--- src/shared/ssp_pkg.sv ---
/*
  Package for the serial slave port: frame layout, CRC defaults, register
  write request struct. Assumes a single system clock domain of 25 MHz.
*/
package ssp_pkg;
  localparam int FRAME_BITS   = 16;   // Minimum frame length
  localparam int CRC_BITS     = 4;    // CRC tail length
  localparam int EXT_BITS     = 20;   // Frame length with CRC
  localparam int POS_SYNC     = 15;   // Sync bit position in 16-bit word
  localparam int POS_RW       = 14;   // Read/write bit position
  localparam int POS_ADDR_HI  = 13;   // Address field top bit
  localparam int POS_ADDR_LO  = 8;    // Address field bottom bit
  localparam int POS_DATA_HI  = 7;    // Data field top bit
  localparam int CRC_ERR_BIT  = 8;    // CRC error flag in error register
  localparam logic [5:0] ERR_REG_ADDR  = 6'h24; // Error register byte address
  localparam logic [3:0] CRC_POLY_DEF  = 4'h3;  // Generator x^4+x+1, arbitrary
  localparam logic [3:0] CRC_SEED_DEF  = 4'hf;  // CRC seed, arbitrary
  localparam logic [15:0] MISO_RESET   = 16'h0000; // No read seen yet

  // Write request to the register bank
  typedef struct packed {
    logic       valid;
    logic [5:0] addr;
    logic [7:0] data;
  } ssp_wr_t;
endpackage : ssp_pkg

--- src/hdl/ssp_crc4.sv ---
/*
  Serial 4-bit CRC engine, one bit per step, polynomial and seed as inputs.
  Assumes the caller steps it once per shifted bit, MSB first.
*/
`timescale 1ns/1ps
`default_nettype none
module ssp_crc4 (
  // Clock and reset
  input  wire logic       sys_clk,
  input  wire logic       arst_n,
  // Control
  input  wire logic       init,
  input  wire logic       step,
  input  wire logic       bitIn,
  input  wire logic [3:0] poly,
  input  wire logic [3:0] seed,
  // Result
  output logic [3:0]      crc
);
  logic fb;
  assign fb = crc[3] ^ bitIn;

  // LFSR update, init wins
  always_ff @(posedge sys_clk or negedge arst_n) begin
    if (!arst_n) begin
      crc <= 4'h0;
    end else if (init) begin
      crc <= seed;
    end else if (step) begin
      crc <= {crc[2:0], 1'b0} ^ (fb ? poly : 4'h0);
    end
  end
endmodule : ssp_crc4
`default_nettype wire

--- src/hdl/ssp_spi_slave.sv ---
/*
  SPI mode 3 slave port of the sensor: 16-bit frames, 20 with CRC.
  Assumes SCLK, MOSI, CS_n arrive asynchronously and are sampled by sys_clk
  (SCLK well below sys_clk/4). Register storage lives outside; reads are
  combinational from rdData.
*/
`timescale 1ns/1ps
`default_nettype none
module ssp_spi_slave
  import ssp_pkg::*;
(
  // Clock and reset
  input  wire logic        sys_clk,
  input  wire logic        arst_n,
  // Pins
  input  wire logic        interface_select_pin,
  input  wire logic        sclkPin,
  input  wire logic        mosiPin,
  input  wire logic        csPin_n,
  output logic             misoOut,
  output logic             misoOe,
  // Configuration
  input  wire logic        spi_crc_check_enable,
  input  wire logic [3:0]  crcPoly,
  input  wire logic [3:0]  crcSeed,
  // Register bank
  output logic [5:0]       rdAddr,
  input  wire logic [15:0] rdData,
  output ssp_wr_t          wrReq,
  output logic             crcErrSet
);
  logic [1:0] selS, sclkS, mosiS, csS;
  logic       sclkD, csD;
  logic [4:0] bitCnt;
  logic [19:0] rxShift;
  logic [19:0] txShift;
  logic [15:0] frameTx;
  logic [5:0]  rdAddrHold;
  logic        haveRead;
  logic        active, rise, fall, csFall, csRise;
  logic [3:0]  txCrc, rxCrc;

  // Two-flop synchronisers on every pin input
  always_ff @(posedge sys_clk or negedge arst_n) begin
    if (!arst_n) begin
      selS  <= 2'h0;
      sclkS <= 2'h3;
      mosiS <= 2'h0;
      csS   <= 2'h3;
    end else begin
      selS  <= {selS[0], interface_select_pin};
      sclkS <= {sclkS[0], sclkPin};
      mosiS <= {mosiS[0], mosiPin};
      csS   <= {csS[0], csPin_n};
    end
  end

  // Edge history of synchronised levels
  always_ff @(posedge sys_clk or negedge arst_n) begin
    if (!arst_n) begin
      sclkD <= 1'b1;
      csD   <= 1'b1;
    end else begin
      sclkD <= sclkS[1];
      csD   <= csS[1];
    end
  end

  assign active = selS[1];
  // mode 3 edges inside a frame
  assign rise   = active && !csS[1] && sclkS[1] && !sclkD;
  assign fall   = active && !csS[1] && !sclkS[1] && sclkD;
  assign csFall = active && !csS[1] && csD;
  assign csRise = active && csS[1] && !csD;

  always_ff @(posedge sys_clk or negedge arst_n) begin
    if (!arst_n) begin
      rxShift <= 20'h00000;
      bitCnt  <= 5'h00;
    end else if (csFall) begin
      rxShift <= 20'h00000;
      bitCnt  <= 5'h00;
    end else if (rise) begin
      rxShift <= {rxShift[18:0], mosiS[1]};
      if (bitCnt != 5'd31) begin
        bitCnt <= bitCnt + 5'd1;
      end
    end
  end

  // odd address gives single byte, upper zero
  assign rdAddr  = rdAddrHold;
  assign frameTx = !haveRead ? MISO_RESET :
                   rdAddrHold[0] ? {8'h00, rdData[7:0]} : rdData;

  ssp_crc4 uTxCrc (
    .sys_clk (sys_clk),
    .arst_n  (arst_n),
    .init    (csFall),
    .step    (rise && bitCnt < 5'(FRAME_BITS)),
    .bitIn   (misoOut),
    .poly    (crcPoly),
    .seed    (crcSeed),
    .crc     (txCrc)
  );

  ssp_crc4 uRxCrc (
    .sys_clk (sys_clk),
    .arst_n  (arst_n),
    .init    (csFall),
    .step    (rise && bitCnt < 5'(FRAME_BITS)),
    .bitIn   (mosiS[1]),
    .poly    (crcPoly),
    .seed    (crcSeed),
    .crc     (rxCrc)
  );

  // MISO shifts on falling edge; frame load
  always_ff @(posedge sys_clk or negedge arst_n) begin
    if (!arst_n) begin
      txShift <= 20'h00000;
    end else if (csFall) begin
      txShift <= {frameTx, 4'h0};
    end else if (fall && bitCnt == 5'(FRAME_BITS)) begin
      txShift <= {txCrc, 16'h0000};
    end else if (fall && bitCnt != 5'h00) begin
      txShift <= {txShift[18:0], 1'b0};
    end
  end

  // Output pin, registered, driven only in SPI mode
  always_ff @(posedge sys_clk or negedge arst_n) begin
    if (!arst_n) begin
      misoOut <= 1'b0;
      misoOe  <= 1'b0;
    end else begin
      misoOut <= txShift[19];
      misoOe  <= active && !csS[1];
    end
  end

  logic frameOk, crcBad, extFrame;
  // at least sixteen bits; extended frame
  assign extFrame = bitCnt >= 5'(EXT_BITS);
  assign crcBad  = spi_crc_check_enable && extFrame && (rxShift[3:0] != rxCrc);
  assign frameOk = bitCnt >= 5'(FRAME_BITS) && !crcBad &&
                   (extFrame ? !rxShift[19] : !rxShift[POS_SYNC]);

  logic [15:0] cmdWord;
  assign cmdWord = extFrame ? rxShift[19:4] : rxShift[15:0];

  // act at select rise; one byte per write
  always_ff @(posedge sys_clk or negedge arst_n) begin
    if (!arst_n) begin
      wrReq      <= '0;
      rdAddrHold <= 6'h00;
      haveRead   <= 1'b0;
      crcErrSet  <= 1'b0;
    end else begin
      wrReq.valid <= 1'b0;
      crcErrSet   <= csRise && crcBad && bitCnt >= 5'(FRAME_BITS);
      if (csRise && frameOk) begin
        if (cmdWord[POS_RW]) begin
          wrReq.valid <= 1'b1;
          wrReq.addr  <= cmdWord[POS_ADDR_HI:POS_ADDR_LO];
          wrReq.data  <= cmdWord[POS_DATA_HI:0];
        end else begin
          rdAddrHold <= cmdWord[POS_ADDR_HI:POS_ADDR_LO];
          haveRead   <= 1'b1;
        end
      end
    end
  end
endmodule : ssp_spi_slave
`default_nettype wire

--- config.mk ---
export PLATFORM = sky130hd
export DESIGN_NAME = ssp_spi_slave
export DESIGN_NICKNAME = d
export VERILOG_FILES = /design/src/shared/ssp_pkg.sv /design/src/hdl/ssp_crc4.sv /design/src/hdl/ssp_spi_slave.sv
export SDC_FILE = /design/constraint.sdc
export NUM_CORES = 1
export LEC_CHECK = 0
export ABC_AREA = 1
export BUFFER_PORTS_ARGS = -buffer_cell sky130_fd_sc_hd__buf_4
export CAP_MARGIN = 20
export CORE_MARGIN = 2
export CORE_UTILIZATION = 38
export CTS_BUF_LIST = sky130_fd_sc_hd__clkbuf_8
export DETAILED_ROUTE_END_ITERATION = 12
export RECOVER_POWER = 50
export SYNTH_ARGS = -nofsm -noshare
export SYNTH_HDL_FRONTEND = slang
export SYNTH_HIERARCHICAL = 1
export SYNTH_SLANG_ARGS = --single-unit
--- constraint.sdc ---
create_clock -name sys_clk -period 4.24 [get_ports sys_clk]
set_input_delay 1.272 -clock sys_clk [delete_from_list [all_inputs] [get_ports sys_clk]]
set_output_delay 1.272 -clock sys_clk [all_outputs]
set_load 0.02 [all_outputs]
-- Word level (Yosys, flattened, before mapping)
Index checks and enable logic that the tools add are counted.
- output and inout port bits: 24
- bits of input ports: 31
- register bits: 88
- equal/unequal tests: 3
- $lt $le $gt $ge: 3
- reduce and logical (&&, ||, !) cells: 33
- add/sub/neg operators: 1
- bitwise operators: 5
- multiplexer cells: 20
- operators by type and width (cell ; number):
    $mux 20 ; 5
    $mux 15 ; 3
    $mux 16 ; 2
    $mux 4 ; 6
    $logic_and 1x1->1 ; 18
    $mux 5 ; 3
    $ge 5x5->1 const B ; 2
    $xor 4x4->4 ; 2
    $logic_not 1->1 ; 7
    $reduce_and 2->1 ; 3
    $reduce_bool 2->1 ; 3
    $add 5x1->5 const B ; 1
    $eq 5x5->1 const B ; 1
    $lt 5x5->1 const B ; 1
    $ne 5x5->1 const B ; 1
    $reduce_bool 5->1 ; 1
    $ne 4x4->1 ; 1
    $reduce_bool 3->1 ; 1
    $xor 1x1->1 ; 2
    $mux 1 ; 1
    $not 1->1 ; 1

-- Depth between registers and ports, before layout
Gate-level depths: netlist of run 1.
- word-level depth: 8
- depth in mapped cells: 10

-- Hierarchy
Netlist of run 1, hierarchy kept.
- by module, submodules not included (module ; cells an instance ; area each (um^2) ; sequential area each (um^2) ; instances):
    ssp_spi_slave ; 453 ; 3587.2 ; 1909.3 ; 1
    ssp_crc4 ; 36 ; 257.7 ; 100.1 ; 2

-- Least setup slack after synthesis of run 1
OpenSTA, ideal clock, no wires.
- kind: input to register
- from: input spi_crc_check_enable
- to: register wrReq[0] in the netlist's numbering
- library setup time: 0.117 ns
- data arrival time: 1.804 ns
- data required time: 4.123 ns
- stages on the path: 7
- setup slack: 2.319 ns
- path through: inv_1 -> nor2_2 -> nand2_2 -> nand3_2 -> buf_6 -> nand2_1 -> nand2_1
- longest elaborated chain between the ends: 7
- ends and longest elaborated chain (element ; line ; RTL):
    from (decl) ; ssp_spi_slave.sv:23 ; input wire logic spi_crc_check_enable,
    $logic_and 1x1->1 (2 in series) ; ssp_spi_slave.sv:145 ; assign crcBad = spi_crc_check_enable && extFrame && (rxShift[3:0] != rxCrc);
    $logic_not 1->1 ; ssp_spi_slave.sv:146 ; assign frameOk = bitCnt >= 5'(FRAME_BITS) && !crcBad &&
    $logic_and 1x1->1 (2 in series) ; ssp_spi_slave.sv:146 ;
    $logic_and 1x1->1 ; ssp_spi_slave.sv:162 ; if (csRise && frameOk) begin
    $reduce_and 2->1 (no line) ; n/a ;
    to (decl) ; ssp_spi_slave.sv:29 ; output ssp_wr_t wrReq,
No other way between the ends.
A chain may end at the register's enable or synchronous reset.

==> results of run 1 <==
## worst register-to-register path, stage by stage (launching register included)
cell and delay, ns:
dfrtp_1 0.69, nand2_2 0.36, nand2_1 0.13, nand2_1 0.07
nor2_2 0.59, nand3_2 0.43, nand2_1 0.15, nand2_1 0.06
## worst paths after layout
kind | from | endpoint | slack, ns | cells past startpoint
worst max-delay path | arst_n | rxShift[1] | 1.51 | 2
worst min-delay path | mosiS[0] | mosiS[1] | 0.35 | 0
worst max register to register | bitCnt[4] | wrReq[3] | 1.64 | 7
worst min register to register | mosiS[0] | mosiS[1] | 0.35 | 0
max in group sys_clk | bitCnt[4] | wrReq[3] | 1.64 | 7
min in group asynchronous | arst_n | wrReq[14] | 1.20 | 1
## cells by family after synthesis
logic type	share of synthesized area, %
buf+inv	7.197
compound gates	4.696
flops	51.42
simple gates	35.77
fa+ha+maj	0.9150
## routing by layer
metal	vias to the layer above	wire length (microns)
li1	1794	-
met1	1650	4662
met2	74	4126
met3	6	451
met4	0	91
met5	-	0
## area by class of cell
cell class	count	area (sq um)	share of cell area [%]
Timing Repair Buffer	57	417.9	8.714
Inverter	52	195.2	4.070
Clock inverter	6	80.08	1.670
Sequential cell	84	2110	43.99
Multi-Input combinational cell	369	1685	35.14
Tap cell	136	170.2	3.548
Clock buffer	10	137.6	2.870
## report_power, final
part	switching, mW	internal [mW]
clock network	0.286	0.343
registers	0.0516	0.872
logic	0.152	0.102
## registers in the layout, indices dropped and copies added, names as in the netlist
register,count
rdAddr,6
selS,2
sclkD,1
crcErrSet,1
wrReq,15
txShift,16
misoOut,1
csD,1
uRxCrc/crc,4
haveRead,1
mosiS,2
csS,2
bitCnt,5
sclkS,2
uTxCrc/crc,4
misoOe,1
rxShift,20
## through the flow
stage	setup slack (ns)	power, mW	cell area (sq um)	cells	utilization, %
final	1.514	1.807	4796	714	46.04
after detailed placement	1.660	1.198	4601	698	44.17
after global routing	0.9990	1.910	4796	714	46.04
after CTS	1.644	1.831	4818	714	46.26
after global placement	1.826	1.190	4601	698	44.17
after floorplan	2.319	1.105	4103	525	-
## cells in the final DEF, fill, tap and decap left out, drive strengths merged, types with 4 or more instances in the layout
cell type  synthesis  final
a21oi              6      6
nor3               4      4
dfrtp             78     78
clkbuf             3     17
inv               52     53
nor2              33     33
a22oi              6      6
buf               17     50
dfstp              6      6
o21ai             19     19
nand4             28     28
nand3             73     73
nand2            194    194
==> run metrics, run 1 <==
crit path capture type=async pin; starting DRC count in detailed routing=186; largest net degree at the start of global routing=55; crit-path max cell delay=0.95 ns; Total Nets Final=607; syn_nets=559; CP required=4.57 ns; Setup Buffers After CTS=0; layout cells sized above 1=15.74%; global-route usage over all layers=17.18%; CTS Sinks=84; Slew @ Worst Pin=1.347 ns; Synth top area share=47.58%; drc violations=0; DIE HEIGHT=107.9 microns; Pleak=2.584 nW; Synth async-reset ratio=100.0%; GR Util met1=25.46%; Worst setup SP type=primary input; unrepaired setup endpoints after global routing=false; Initial Utilization=39.39%; Setup TNS=0 ns; full die area=11640 sq um; htree depth=3; n_diodes=0; routed length per placed instance=13.07 microns; Core Box Area=10420 sq um; Synth cell types=24; Area growth, synth to finish=16.90%; headroom to the max-slew limit=10.21%; number of flops mapped to enable cells by yosys=0; CTS resizes=0; Post-Synthesis Cells=525; Synth Area per Inst=7.815 sq um; Tmin final=2.726 ns; met3 Use GR=2.785%; CP max-delay cell=clkbuf_2; GR Layer Usage met2=25.65%; Die W=107.9 microns; final WL=9331 microns; port buffer count=54; CP cell instances=clkbuf_2 -> clkbuf_1; Final period util=64.30%; synth warn=6; Post-Syn Area=4103 sq um; crit path buf inv count=2; grt ovf=0; synth cell count leaders=nand2_1, dfrtp_1, nand3_1; fmax=366.8 MHz; RePlAce Congestion=0.7888; FF+latch count, synth=84; worst vdd ir=0.1869 mV; # hold bufs at CTS=0; Setup Skew=0.009241 ns; worst min path class=flip-flop to flip-flop; first-pass GRT wire length=15890 microns; PD cells=376.8 nW/um^2; Hold Violations, Final=0; dpl hpwl=6604 microns; Max Buffers Root-to-Sink=2; worst skew pair latency=0.35 ns; Num CTS Buffers=9; Max FO, Critical Path=54; DR vias=3524; First-pass DRT Iterations=4; count leader, synth=nand2_1; initial antenna violation count=0; hold slack=0.3520 ns; status=finished clean; maxcap violations=0; std cell rows=37; WP data arrival=3.06 ns; delay-heaviest family, CP=buffers and inverters; global route hottest layer=met2; number of global-route vias before repair=3269; TritonCTS clock tree=built; max-slew violations=0; Top FF cell, synth=dfrtp_1; Post-DRT Antenna Nets=0; register area share after synthesis=51.42%; Crit Path Class=primary input to async pin; I/O Pins=55; root buffer cell=clkbuf_8; largest area contributor in the netlist=dfrtp_1; Fillers=1061; Final setup viols=0; main area contributors after synthesis=dfrtp_1, nand2_1, nand3_1; clock slew at reported path FFs=0.08 ns; Vias/cell=4.936
(Power assumes the default switching activity.)
==> run 2: changes to the inputs <==
==> constraint.sdc (replaced) <==
create_clock -name sys_clk -period 2.2 [get_ports sys_clk]
set_input_delay 0.66 -clock sys_clk [delete_from_list [all_inputs] [get_ports sys_clk]]
set_output_delay 0.66 -clock sys_clk [all_outputs]
set_load 0.02 [all_outputs]
==> run 2 against run 1 <==
Final area up 1.1%; wire length up 1.0%; critical path depth up 5; clock-buffer cell count unchanged; critical path type is now flip-flop to flip-flop; largest cell class unchanged; highest routed layer unchanged.
==> run metrics, run 2 (synthesized netlist as in run 1, its figures left out) <==
largest net degree at the start of global routing=85 (+55%); global-route usage over all layers=17.58% (+0.40 points); Num CTS Buffers=9 (unchanged); DR vias=3604 (+2.3%); Clock power frac=30.6% (-4.2 points); cell area after layout=4847 sq um (+1.1%); Vias/cell=4.992 (+1.1%); post-route setup slack=0.2945 ns (-1.219 ns); layout cells sized above 1=18.09% (+2.3 points); starting DRC count in detailed routing=205 (+10%); Max FO, Critical Path=9 (-83%); max reg flops=20 (unchanged); routed length per placed instance=13.05 microns (-0.12%); Total Nets Final=615 (+1.3%); DIE HEIGHT=107.9 microns (unchanged); Setup TNS=0 ns (unchanged); Comb pwr share=15.3% (+1.2 points); CP required=2.45 ns (-2.12 ns); crit-path max cell delay=0.59 ns (-0.36 ns); Final period util=86.61%; worst vdd ir=0.3340 mV (+79%); drc violations=0 (unchanged); grt ovf=0 (unchanged); Placement Cell Area=4673 sq um (+1.6%); worst skew pair latency=0.35 ns (about the same); Flop pwr share=54.1% (+3.0 points); initial antenna violation count=0 (unchanged); status=finished clean; Slew @ Worst Pin=1.128 ns (-0.2189 ns); First-pass DRT Iterations=4 (unchanged); full die area=11640 sq um (unchanged); Die W=107.9 microns (unchanged); Final setup viols=0 (unchanged); Tmin final=1.905 ns; Pint=2.320 mW (+76%); CTS Sinks=84 (unchanged); Pleak=2.594 nW (+0.41%); max-slew violations=0 (unchanged); std cell rows=37 (unchanged); most common cell after layout, fill and taps aside=nand2_1; Switch Pwr=0.9668 mW (+97%); crit path capture type=flip-flop; unrepaired setup endpoints after global routing=false; Hold Violations, Final=0 (unchanged); Critical Path Most Common Cell=nand2_1; maxcap violations=0 (unchanged); CP max-delay cell=dfstp_1; Regs by FF count=rxShift (20), txShift (16), wrReq (15); I/O Pins=55 (unchanged); post-layout util=46.53% (+0.49 points); n_diodes=0 (unchanged); worst slack at placement=0.3383 ns (-1.322 ns); Initial Utilization=39.39% (unchanged); crit path buf inv count=0 (-2); most frequent cells in the layout=nand2_1, dfrtp_1, nand3_1, buf_4, inv_1; htree depth=3 (unchanged); delay-heaviest family, CP=simple AND/OR/NAND/NOR gates; Fillers=1075 (+1.3%); # hold bufs at CTS=0 (unchanged); WP data arrival=2.15 ns (-0.91 ns); Crit Path Class=flip-flop to flip-flop; headroom to the max-slew limit=24.80% (+15 points); Core Box Area=10420 sq um (unchanged); Top reg by flops=rxShift; Worst setup SP type=flip-flop; worst min path class=flip-flop to flip-flop; first-pass GRT wire length=16130 microns (+1.5%); Max Buffers Root-to-Sink=2 (unchanged); TritonCTS clock tree=built; Post-DRT Antenna Nets=0 (unchanged); root buffer cell=clkbuf_8; final WL=9424 microns (+1.0%); clock slew at reported path FFs=0.08 ns (about the same); number of global-route vias before repair=3320 (+1.6%); PD cells=678.0 nW/um^2 (+80%); Area growth, synth to finish=18.15%; hold slack=0.3541 ns (+0.002037 ns); CP cell instances=nand2_1 -> nor3_1 -> nand2_1 -> nor2_2 -> nand3_1 -> nand2_1 -> nand2_1; port buffer count=54 (unchanged); Setup Skew=0.006449 ns (-0.002792 ns); dpl hpwl=6616 microns (+0.18%); fmax=524.8 MHz; switching part of the total=29.42% (+2.3 points); RePlAce Congestion=0.7676 (-2.7%)
-- run 2: metrics by stage --
step	total power, mW	std cells
floorplan	2.130	525
global placement	2.303	706
detailed placement	2.316	706
CTS	3.344	722
global route	3.509	722
finish	3.286	722
-- run 2: layout make-up --
cell class	instances	area (sq um)	area share, %
Inverter	52	195.2	4.027
Clock buffer	10	137.6	2.839
Tap cell	136	170.2	3.511
Multi-Input combinational cell	369	1705	35.18
Sequential cell	84	2110	43.52
Clock inverter	6	41.29	0.8518
Timing Repair Buffer	65	488.0	10.07
-- run 2: path summary, 6_finish.rpt --
kind	from	slack [ns]	depth (start not counted)	end
max	csS[1]	0.29	7	rdAddr[1]
min	selS[0]	0.35	0	selS[1]
max reg2reg	csS[1]	0.29	7	rdAddr[1]
min reg2reg	selS[0]	0.35	0	selS[1]
max in group asynchronous	arst_n	0.85	2	txShift[13]
min in group asynchronous	arst_n	0.65	2	wrReq[4]
-- run 2: metal layers --
metal	vias to the layer above	wire [microns]	GRT usage [%]
li1	1813	-	-
met1	1712	4691	25.65
met2	69	4251	25.65
met3	10	346	4.177
met4	0	133	5.861
met5	-	0	0
-- run 2: power by group through the flow --
stage               Sequential [mW]  Clock (mW)  Combinational [mW]
floorplan                      1.79           0               0.340
finish                         1.78        1.01               0.502
CTS                            1.78        1.05               0.512
global route                   1.80        1.12               0.589
global placement               1.80           0               0.499
detailed placement             1.80           0               0.511
-- run 2: repair_timing --
item                                    in CTS  in global routing
resized for setup                            0                  1
setup buffers                                0                  0
endpoints found under the setup margin       0                  1
